[src/logic/gpm_params.svh]
// Constants for the pin mode and driver type configuration block.
// Assumes byte addressing on the system bus and 32-bit register words.
`ifndef GPM_PARAMS_SVH
`define GPM_PARAMS_SVH

// Port placement on the system bus.
`define GPM_PORT0_BASE 32'h4800_0000
`define GPM_PORT_STRIDE 32'h0000_0400
`define GPM_PORT_COUNT 6
`define GPM_PORT_B_INDEX 1
`define GPM_PINS 16

// Register offsets within one port and their decode width.
`define GPM_OFF_W 10
`define GPM_OFF_MODE 10'h000
`define GPM_OFF_DRV 10'h004

// Reset values.
`define GPM_MODE_RST_PORT_B 32'h000a_8280
`define GPM_MODE_RST_OTHER 32'h0000_0000
`define GPM_DRV_RST 16'h0000

`endif

[src/logic/gpm_pkg.sv]
// Types shared by the pin mode and driver type configuration block.
// Assumes gpm_params.svh supplies all numeric constants.
package gpm_pkg;

  // Two-bit per-pin operating mode, in field code order.
  typedef enum logic [1:0] {
    GPM_MODE_INPUT,
    GPM_MODE_OUTPUT,
    GPM_MODE_ALTFN,
    GPM_MODE_ANALOG
  } gpm_pin_mode_t;

  // One-bit per-pin output driver type.
  typedef enum logic {
    GPM_DRV_PUSH_PULL,
    GPM_DRV_OPEN_DRAIN
  } gpm_drv_t;

  typedef logic [31:0] gpm_word_t;

endpackage : gpm_pkg

[src/logic/gpm_port.sv]
// One port: pin mode and driver type registers plus per-pin pad control.
// Assumes the parent decodes the bus and presents one-cycle write strobes.
`timescale 1ns/1ps
`include "gpm_params.svh"

module gpm_port #(
  parameter logic [31:0] MODE_RST = `GPM_MODE_RST_OTHER
) (
  input wire logic clk_i,
  input wire logic nrst_i,
  input wire logic mode_we_i,
  input wire logic drv_we_i,
  input wire gpm_pkg::gpm_word_t wdata_i,
  input wire logic [15:0] out_value_i,
  input wire logic [15:0] af_out_i,
  input wire logic [15:0] af_oe_i,
  input wire logic [15:0] pad_in_i,
  output logic [31:0] mode_o,
  output logic [15:0] drv_o,
  output logic [15:0] pad_do_o,
  output logic [15:0] pad_oe_o,
  output logic [15:0] pad_ie_o,
  output logic [15:0] pull_en_o,
  output logic [15:0] in_state_o
);
  import gpm_pkg::*;

  logic [31:0] mode_r;
  logic [31:0] mode_nxt;
  logic [15:0] drv_r;
  logic [15:0] drv_nxt;
  logic [15:0] do_nxt;
  logic [15:0] oe_nxt;
  logic [15:0] ie_nxt;
  logic [15:0] pull_nxt;
  logic [15:0] in_nxt;

  assign mode_nxt = mode_we_i ? wdata_i : mode_r;
  assign drv_nxt = drv_we_i ? wdata_i[15:0] : drv_r;

  // Pad control is computed from the next configuration so a write reaches the pins on the same edge as the register.
  for (genvar i = 0; i < `GPM_PINS; i++) begin : g_pin
    gpm_pin_mode_t md;
    logic src;
    logic want;
    assign md = gpm_pin_mode_t'(mode_nxt[2*i +: 2]);
    assign src = (md == GPM_MODE_ALTFN) ? af_out_i[i] : out_value_i[i];
    assign want = (md == GPM_MODE_OUTPUT) || ((md == GPM_MODE_ALTFN) && af_oe_i[i]);
    assign oe_nxt[i] = want && (drv_nxt[i] == GPM_DRV_PUSH_PULL || !src);
    assign do_nxt[i] = want && (drv_nxt[i] == GPM_DRV_PUSH_PULL) && src;
    assign ie_nxt[i] = (md != GPM_MODE_ANALOG);
    assign pull_nxt[i] = (md != GPM_MODE_ANALOG);
    assign in_nxt[i] = (md != GPM_MODE_ANALOG) && pad_in_i[i];

  end

  // Configuration and pad control flops.
  always_ff @(posedge clk_i or negedge nrst_i) begin
    if (!nrst_i) begin
      mode_r <= MODE_RST;
      drv_r <= `GPM_DRV_RST;
      pad_do_o <= 16'h0000;
      pad_oe_o <= 16'h0000;
      pad_ie_o <= 16'h0000;
      pull_en_o <= 16'h0000;
      in_state_o <= 16'h0000;
    end else begin
      mode_r <= mode_nxt;
      drv_r <= drv_nxt;
      pad_do_o <= do_nxt;
      pad_oe_o <= oe_nxt;
      pad_ie_o <= ie_nxt;
      pull_en_o <= pull_nxt;
      in_state_o <= in_nxt;
    end
  end

  assign mode_o = mode_r;
  assign drv_o = drv_r;
endmodule : gpm_port

[src/logic/gpm_top.sv]
// Top of the pin mode and driver type block: bus decode, read mux and six ports.
// Assumes a simple word bus: select, write flag, byte address, write data, registered read data.
`timescale 1ns/1ps
`include "gpm_params.svh"

// Behaviour
// - six ports, 0x400 apart from first base.
// - mode register holds two bits per pin.
// - second port resets to nonzero mode default.
// - modes: input, output, alternate, analog.
// - driver register holds one bit per pin.
// - driver bit 0 push-pull, 1 open-drain.
// - fields writable, readable, held until rewritten.
// - open-drain floats on one, push-pull drives.
// - analog pins: no input, drive, pulls.
module gpm_top #(
  parameter int PORT_COUNT = `GPM_PORT_COUNT
) (
  input wire logic CLK_I,
  input wire logic NRST_I,
  input wire logic BUS_SEL_I,
  input wire logic BUS_WR_I,
  input wire gpm_pkg::gpm_word_t BUS_ADDR_I,
  input wire gpm_pkg::gpm_word_t BUS_WDATA_I,
  output gpm_pkg::gpm_word_t BUS_RDATA_O,
  input wire logic [PORT_COUNT*16-1:0] OUT_VALUE_I,
  input wire logic [PORT_COUNT*16-1:0] AF_OUT_I,
  input wire logic [PORT_COUNT*16-1:0] AF_OE_I,
  input wire logic [PORT_COUNT*16-1:0] PAD_IN_I,
  output logic [PORT_COUNT*32-1:0] PIN_MODE_O,
  output logic [PORT_COUNT*16-1:0] PIN_DRV_O,
  output logic [PORT_COUNT*16-1:0] PAD_DO_O,
  output logic [PORT_COUNT*16-1:0] PAD_OE_O,
  output logic [PORT_COUNT*16-1:0] PAD_IE_O,
  output logic [PORT_COUNT*16-1:0] PAD_PULL_EN_O,
  output logic [PORT_COUNT*16-1:0] PIN_IN_STATE_O
);
  import gpm_pkg::*;

  logic [31:0] rel_addr;
  logic [2:0] port_idx;
  logic [`GPM_OFF_W-1:0] reg_off;
  logic in_range;
  logic map_hit;
  logic hit_mode;
  logic hit_drv;
  logic rd_en;
  logic [31:0] mode_w [PORT_COUNT];
  logic [15:0] drv_w [PORT_COUNT];
  gpm_word_t rdata_r;
  gpm_word_t rdata_nxt;

  assign rel_addr = BUS_ADDR_I - `GPM_PORT0_BASE;
  assign in_range = (rel_addr < (`GPM_PORT_STRIDE * 32'(PORT_COUNT)));
  // The stride is a power of two, so the port index is a plain bit slice.
  assign port_idx = rel_addr[12:10];
  assign reg_off = rel_addr[`GPM_OFF_W-1:0];
  assign map_hit = BUS_SEL_I && in_range && (BUS_ADDR_I[1:0] == 2'h0);
  assign hit_mode = map_hit && (reg_off == `GPM_OFF_MODE);
  assign hit_drv = map_hit && (reg_off == `GPM_OFF_DRV);
  assign rd_en = BUS_SEL_I && !BUS_WR_I;

  // Read data; unmapped or misaligned reads answer zero rather than aliasing a register.
  // driver upper bits zero
  assign rdata_nxt = hit_mode ? mode_w[port_idx] :
                     hit_drv ? {16'h0000, drv_w[port_idx]} : 32'h0000_0000;

  // Read data register holds the last read answer.
  always_ff @(posedge CLK_I or negedge NRST_I) begin
    if (!NRST_I) begin
      rdata_r <= 32'h0000_0000;
    end else if (rd_en) begin
      rdata_r <= rdata_nxt;
    end
  end

  assign BUS_RDATA_O = rdata_r;

  // One register set per port; only the second port has a nonzero mode default.
  for (genvar g = 0; g < PORT_COUNT; g++) begin : g_port
    localparam logic [31:0] MRST = (g == `GPM_PORT_B_INDEX) ? `GPM_MODE_RST_PORT_B : `GPM_MODE_RST_OTHER;
    logic sel_me;
    logic [15:0] drv_loc;
    assign sel_me = BUS_WR_I && (port_idx == 3'(g));

    gpm_port #(
      .MODE_RST(MRST)
    ) u_port (
      .clk_i(CLK_I),
      .nrst_i(NRST_I),
      .mode_we_i(hit_mode && sel_me),
      .drv_we_i(hit_drv && sel_me),
      .wdata_i(BUS_WDATA_I),
      .out_value_i(OUT_VALUE_I[g*16 +: 16]),
      .af_out_i(AF_OUT_I[g*16 +: 16]),
      .af_oe_i(AF_OE_I[g*16 +: 16]),
      .pad_in_i(PAD_IN_I[g*16 +: 16]),
      .mode_o(PIN_MODE_O[g*32 +: 32]),
      .drv_o(drv_loc),
      .pad_do_o(PAD_DO_O[g*16 +: 16]),
      .pad_oe_o(PAD_OE_O[g*16 +: 16]),
      .pad_ie_o(PAD_IE_O[g*16 +: 16]),
      .pull_en_o(PAD_PULL_EN_O[g*16 +: 16]),
      .in_state_o(PIN_IN_STATE_O[g*16 +: 16])
    );

    assign PIN_DRV_O[g*16 +: 16] = drv_loc;
    assign mode_w[g] = PIN_MODE_O[g*32 +: 32];
    assign drv_w[g] = drv_loc;
  end
endmodule : gpm_top
[config.mk]
export PLATFORM = sky130hd
export DESIGN_NAME = gpm_top
export DESIGN_NICKNAME = d
export VERILOG_FILES = /design/src/logic/gpm_pkg.sv /design/src/logic/gpm_port.sv /design/src/logic/gpm_top.sv
export VERILOG_INCLUDE_DIRS = /design/src /design/src/logic
export SDC_FILE = /design/constraint.sdc
export NUM_CORES = 1
export LEC_CHECK = 0
export BUFFER_PORTS_ARGS = -buffer_cell sky130_fd_sc_hd__buf_4
export CELL_PAD_IN_SITES_DETAIL_PLACEMENT = 2
export CELL_PAD_IN_SITES_GLOBAL_PLACEMENT = 2
export CORE_AREA = 8 8 475 477
export DETAILED_ROUTE_END_ITERATION = 10
export DIE_AREA = 0 0 483 485
export HOLD_SLACK_MARGIN = 0.05
export PLACE_DENSITY_LB_ADDON = 0.2
export SLEW_MARGIN = 10
export SYNTH_ARGS = -nofsm -noshare
export SYNTH_HDL_FRONTEND = slang
export SYNTH_SLANG_ARGS = --single-unit
[constraint.sdc]
create_clock -name CLK_I -period 1.4 [get_ports CLK_I]
set_input_delay 0.21 -clock CLK_I [delete_from_list [all_inputs] [get_ports CLK_I]]
set_output_delay 0.21 -clock CLK_I [all_outputs]
set_load 0.01 [all_outputs]
======== Word level (Yosys, flattened, before mapping) ========
Index checks and enable logic that the tools add are counted.
cells by class
  add/sub/neg operators ................... 1
  $lt $le $gt $ge ......................... 2
  eq/ne operators ......................... 294
  multiplexer cells ....................... 116
  bitwise operators ....................... 97
  reduce and logical (&&, ||, !) cells .... 795
operator list
  operator                                                      count
  logical AND 1 bit                                             503
  two-way mux 32 bit                                            9
  == test 2 x 1 -> 1 bit, second input constant                 96
  == test 2 bit, second input constant                          96
  logical OR 1 bit                                              192
  != test 2 bit, second input constant                          96
  two-way mux 16 bit                                            9
  logical NOT 1 bit                                             97
  binary-select mux 32 bit (select 3 bit)                       1
  two-way mux 1 bit                                             96
  inverter 1 bit                                                96
  binary-select mux 16 bit (select 3 bit)                       1
  less-than comparator 32 x 13 -> 1 bit, second input constant  1
  subtractor 32 x 31 -> 32 bit, second input constant           1
  == test 10 x 3 -> 1 bit, second input constant                1
  logical NOT 10 bit                                            1
  == test 3 x 2 -> 1 bit, second input constant                 2
  == test 3 bit, second input constant                          2
  greater-or-equal comparator 4 bit, second input constant      1
  inverter 3 -> 4 bit                                           1
  == test 3 x 1 -> 1 bit, second input constant                 1
  logical NOT 3 bit                                             1
  logical NOT 2 bit                                             1
word-level totals
  flip-flop bits (word level) ............. 704
  input port bits ......................... 452
  output and inout port bits .............. 800
  logic and storage cells ................. 1,342

======== Logic depth before layout (Yosys ltp) ========
  depth in word-level cells ............... 12
  mapped depth ............................ 11
  mapped depth without buffers ............ 8

======== Hierarchy ========
From an unflattened synthesis, not the netlist that was laid out.
unflattened totals
  cells, all modules ...................... 3,519
  area, all modules ....................... 38,862.3 µm²
by module, submodules not included
  module                            times used  cells each  area an instance (µm²)  sequential area each (µm²)
  gpm_port at g_port[0].u_port ...  5           519         5,839.4                 2,802.7
  gpm_port at g_port[1].u_port      1           519         5,845.6                 2,808.9
  gpm_top                           1           405         3,819.9                 800.8

======== Least setup slack after synthesis ========
Ideal clock, no wire load.
  path kind ............................... in2reg
  start ................................... in BUS_ADDR_I[27]
  end ..................................... reg g_port[1].u_port.mode_r[16]
  setup time .............................. 125 ps
  arrival time ............................ 2,076 ps
  required time ........................... 1,275 ps
  slack ................................... -801 ps
  stages on the path ...................... 9
  buffers on the path ..................... 3
  cells stage by stage .................... inv_1 ha_1 and4bb_1 nand4_1 nor4_2 buf_4 buf_4 buf_4 mux2_2
on the way
  word-level cells in the longest chain between the ends .. 7
RTL lines
  element                                        RTL line        RTL
  start, declared                                gpm_top.sv:23   input wire gpm_pkg::gpm_word_t BUS_ADDR_I,
  subtractor 32 x 31 -> 32 bit (no source line)  n/a
  less-than comparator 32 x 13 -> 1 bit          gpm_top.sv:54   assign in_range = (rel_addr < (`GPM_PORT_STRIDE * 32'(PORT_COUNT)));
  logical AND 1 bit (2 in series)                gpm_top.sv:58   assign map_hit = BUS_SEL_I && in_range && (BUS_ADDR_I[1:0] == 2'h0);
  logical AND 1 bit                              gpm_top.sv:59   assign hit_mode = map_hit && (reg_off == `GPM_OFF_MODE);
  logical AND 1 bit                              gpm_top.sv:91   .mode_we_i(hit_mode && sel_me),
  two-way mux 32 bit                             gpm_port.sv:38  assign mode_nxt = mode_we_i ? wdata_i : mode_r;
  via g_port[1].u_port.mode_nxt[16]              gpm_port.sv:29  logic [31:0] mode_nxt;
  end signal, assigned                           gpm_port.sv:68  mode_r <= mode_nxt;
  end, declared                                  gpm_port.sv:28  logic [31:0] mode_r;
The timed path passes the listed nets, and every way through them passes these cells.
A chain may end at the register's enable or synchronous reset.

======== Final worst setup path ========
  start ................................... in BUS_ADDR_I[27]
  end ..................................... reg g_port[3].u_port.pad_oe_o[0]
on the way
  word-level cells in the longest chain between the ends .. 12
  elaborated cells between the ends (all ways) .. 19
  classes of those cells .................. 1 x add/sub; 1 x order compare; 2 x eq/ne; 3 x mux; 1 x bitwise; 11 x reduce/logical
RTL lines
  element                                          RTL line                        RTL
  subtractor 32 x 31 -> 32 bit (no source line) *  n/a
  less-than comparator 32 x 13 -> 1 bit *          gpm_top.sv:54
  logical AND 1 bit * (2 in series)                gpm_top.sv:58
  logical AND 1 bit                                gpm_top.sv:59
  logical AND 1 bit                                gpm_top.sv:91
  two-way mux 32 bit                               gpm_port.sv:38
  == test 2 bit                                    gpm_port.sv:47, gpm_port.sv:48
  two-way mux 1 bit                                gpm_port.sv:47                  assign src = (md == GPM_MODE_ALTFN) ? af_out_i[i] : out_value_i[i];
  logical NOT 1 bit                                gpm_port.sv:49                  assign oe_nxt[i] = want && (drv_nxt[i] == GPM_DRV_PUSH_PULL || !src);
  logical OR 1 bit                                 gpm_port.sv:49
  logical AND 1 bit *                              gpm_port.sv:49
  via g_port[3].u_port.oe_nxt[0]                   gpm_port.sv:33                  logic [15:0] oe_nxt;
  end signal, assigned                             gpm_port.sv:71                  pad_oe_o <= oe_nxt;
  end, declared                                    gpm_port.sv:21                  output logic [15:0] pad_oe_o,
Mark *: on every way through the listed nets, which the timed path passes. The rest lies on a longest branch.

==> run summary <==
Post-synth EDFFs = 0
vias in the first global route = 40200
Arrival @ worst endpoint = 2680 ps
commonest non-fill, non-tap cell in the layout = buf_4
Placed Area = 53600 sq um
RSZ-0062 raised after global routing = yes
failing checks = setup timing
CP Launch Type = input pin
initial antenna violation count = 51
Period minus WS final = 2060 ps
largest net degree at the start of global routing = 60
commonest cells after routing, fill and taps aside = 1829 x buf_4, 697 x dfrtp_1, 417 x dlygate4sd3_1
post-synthesis mux area share = 17.8%
grt total ovfl = 0
max-cap check violation count = 0
IO Pins = 1252
dpl cells = 7628
Avg Vias per Cell = 4.19
worst hold start = BUS_ADDR_I[2]
xor/xnor share of the synthesized area = 0.0250%
CTS tree = built
Final Hold Vio Count = 0
worst hold path type = input pin to flip-flop
WL final = 260000 microns
end-of-flow core utilization = 30.1%
Critical Path RT = 2010 ps
Final setup viols = 1504
first-pass GRT wire length = 349000 microns
critical path fanouts, max = 8
R2R Path Start = g_port[3].u_port.drv_o[14]$_DFF_PN0_
clock share of power = 50.3%
reg-to-reg slack, setup = -340 ps
Synth Area in Adders = 0.0357%
Pwr Density = 792 nW/um^2
Post-Synthesis Cells = 3049
maximum VDD drop = 0.816 mV
CTS Buf Count = 98
# clock sinks = 704
layout overhead on the synthesized area = 87.2%
Initial Utilization = 16.1%
top-area cell type share of the netlist area = 49.9%
Setup Crit Path Kind = input pin to flip-flop
post-synthesis compound-gate area fraction = 10.8%
pre-CTS WS = -1690 ps
die extent in x = 483 microns
Flop pwr share = 39.6%
Antenna Violating Nets Remaining = 0
Max Transition Viols Final = 0
Post-Synth Simple-Gate Area = 15.7%
sw frac = 26.5%
Tcrit/Tclk final = 147%
Detailed Place HPWL = 204000 microns
cell row count = 172
Slew @ Worst Pin = 759 ps
largest family of logic cells by synthesized area = multiplexers
CP endpoint kind = flip-flop
Yosys reg bits = 704
Hold WS = 132 ps
Finished Layout Cells = 8384
Post-Synthesis Cell Area = 35000 sq um
Iteration-0 DRC Markers = 1626
CTS max path bufs = 3
core region area = 218000 sq um
IO Port Bufs = 1251
final instance area = 65600 sq um
DRC viols = 0
Achievable Freq = 484 MHz
Total GRT Usage = 21.1%
synth top area cells = dfrtp_1 50%, mux2i_1 6.9%, nand2b_1 5.8%, mux2_2 4.6%, nand2_1 4.0%
die footprint = 234000 sq um
Gate power share = 10.2%
root buffer cell = clkbuf_16
share of layout cells above drive strength 1 = 54.2%
syn_nets = 3502
worst setup path endpoint = g_port[3].u_port.pad_oe_o[0]$_DFF_PN0_
Max Clock Skew = 28.9 ps
H-Tree Depth = 3
die height = 485 microns
Routed WL per cell = 31.0 microns
Yosys warnings = 0
clk_lat worst skew = 750 ps
Avg Inst Size Synth = 11.5 sq um
part of the Yosys area used for sequential elements = 50.3%
Main synth FF type = dfrtp_1
internal power = 0.0382 W
Setup crit start = BUS_ADDR_I[27]
FF-to-FF End = BUS_RDATA_O[14]$_DFFE_PN0P_
crit path setup slack, layout = -664 ps
DR vias = 35100
worst r2r path cells = 6
clock transition at the registers of the reported paths = 60 ps
largest area contributor in the netlist = dfrtp_1
Slew HR = 49.4%
P_sw = 0.0138 W
Final GP Congestion = 0.830
Synth async-reset ratio = 100%
Yosys cell types = 49
DR pass1 iterations = 5
run status = finished with violations
P_leak = 30.0 nW
Nets = 5861
worst max-delay path: stages:
cell and delay (ps):
buf_12 90, inv_6 30, ha_4 240, and4bb_2 280, nand4_1 130, buf_4 170, buf_4 140, nor4_4 170
buf_4 170, buf_12 190, buf_12 140, clkbuf_16 180, mux2i_1 90, buf_4 170, a21oi_1 150, o221ai_1 110
power by group through the flow:
stage                     Clock (W)  Sequential (W)  Combinational, W
final                        0.0261          0.0206           0.00528
after global routing         0.0277          0.0206           0.00561
after CTS                    0.0271          0.0205           0.00533
after detailed placement          0          0.0209           0.00411
after global placement            0          0.0209           0.00406
after floorplan                   0          0.0210          0.000731
worst min path at each step:
stage                                                     endpoint  slack (ps)  cells past startpoint
after global routing                    BUS_RDATA_O[2]$_DFFE_PN0P_         140                      5
after floorplan                         BUS_RDATA_O[0]$_DFFE_PN0P_         -90                      0
final                                   BUS_RDATA_O[4]$_DFFE_PN0P_         130                      5
after CTS                               BUS_RDATA_O[4]$_DFFE_PN0P_          50                      5
after global placement    g_port[0].u_port.in_state_o[2]$_DFF_PN0_         420                      2
after detailed placement  g_port[3].u_port.in_state_o[3]$_DFF_PN0_         420                      2
cell families after synthesis:
| group | Yosys count |
|---|---|
| compound gates | 481 |
| xor+xnor | 1 |
| fa+ha+maj | 1 |
| buf+inv | 299 |
| flops | 704 |
| mux | 512 |
| simple gates | 1051 |
per-stage QoR:
step | TNS [ps] | power, W
floorplan | -377050 | 0.0217
global placement | -862290 | 0.0250
detailed placement | -877510 | 0.0250
CTS | -412640 | 0.0530
global route | -489420 | 0.0539
finish | -386080 | 0.0520
synth_stat cells (2+ instances only):
library cell    n
nor2_1        168
a32oi_1        96
mux2_4         60
buf_6          21
and4_1          6
nor4_2          3
dfrtp_1       699
buf_1           5
nor3_1          4
mux4_2         48
a22o_1         16
buf_8           8
o21ai_0        32
buf_2          31
nand4_1         3
buf_4         122
inv_1          51
nand2b_1      325
and2_1        113
nand3_4         2
nand2_1       370
dfstp_2         5
mux2_1         20
nand4_4         4
nor2_4          2
o221ai_1       62
mux2_2        144
and3_1         32
mux2i_1       240
or3_1           2
a21oi_2        50
nor4_4          7
o22ai_1        32
a21oi_1       142
o221ai_2       50
clkbuf_1       61
routing by layer:
| layer | global-route usage [%] | vias up | wire length, microns |
|---|---|---|---|
| met2 | 37.8 | 1098 | 131000 |
| li1 | - | 15500 | - |
| met4 | 4.27 | 18 | 5160 |
| met5 | 0 | - | 116 |
| met1 | 25.7 | 18300 | 109000 |
| met3 | 5.10 | 232 | 15100 |
registers in the layout (all words and copies together), names as in the netlist:
register and count:
g_port.u_port.pad_oe_o 96, g_port.u_port.pad_ie_o 96, g_port.u_port.pad_do_o 96, g_port.u_port.mode_o 192, g_port.u_port.drv_o 96, g_port.u_port.in_state_o 96, BUS_RDATA_O 32
repair_timing:
| action | 4_1_cts | 5_1_grt |
|---|---|---|
| hold buffers | 417 | 0 |
| gates cloned | 10 | 7 |
| buffers inserted | 83 | 60 |
| setup endpoints to repair | 1503 | 1504 |
| hold endpoints to repair | 1252 | 0 |
| pin swaps | 64 | 84 |
| resized for setup | 386 | 223 |
cell type report:
cell class / count / area (sq um)
clock inverter: 43 / 458
antenna: 20 / 50.0
sequential: 704 / 17600
fill: 23600 / 153000
multi-input combinational: 2046 / 18400
tap: 2871 / 3590
timing repair buffer: 2507 / 22400
inverter: 51 / 204
clock buffer: 142 / 2840
(Power assumes the default switching activity.)
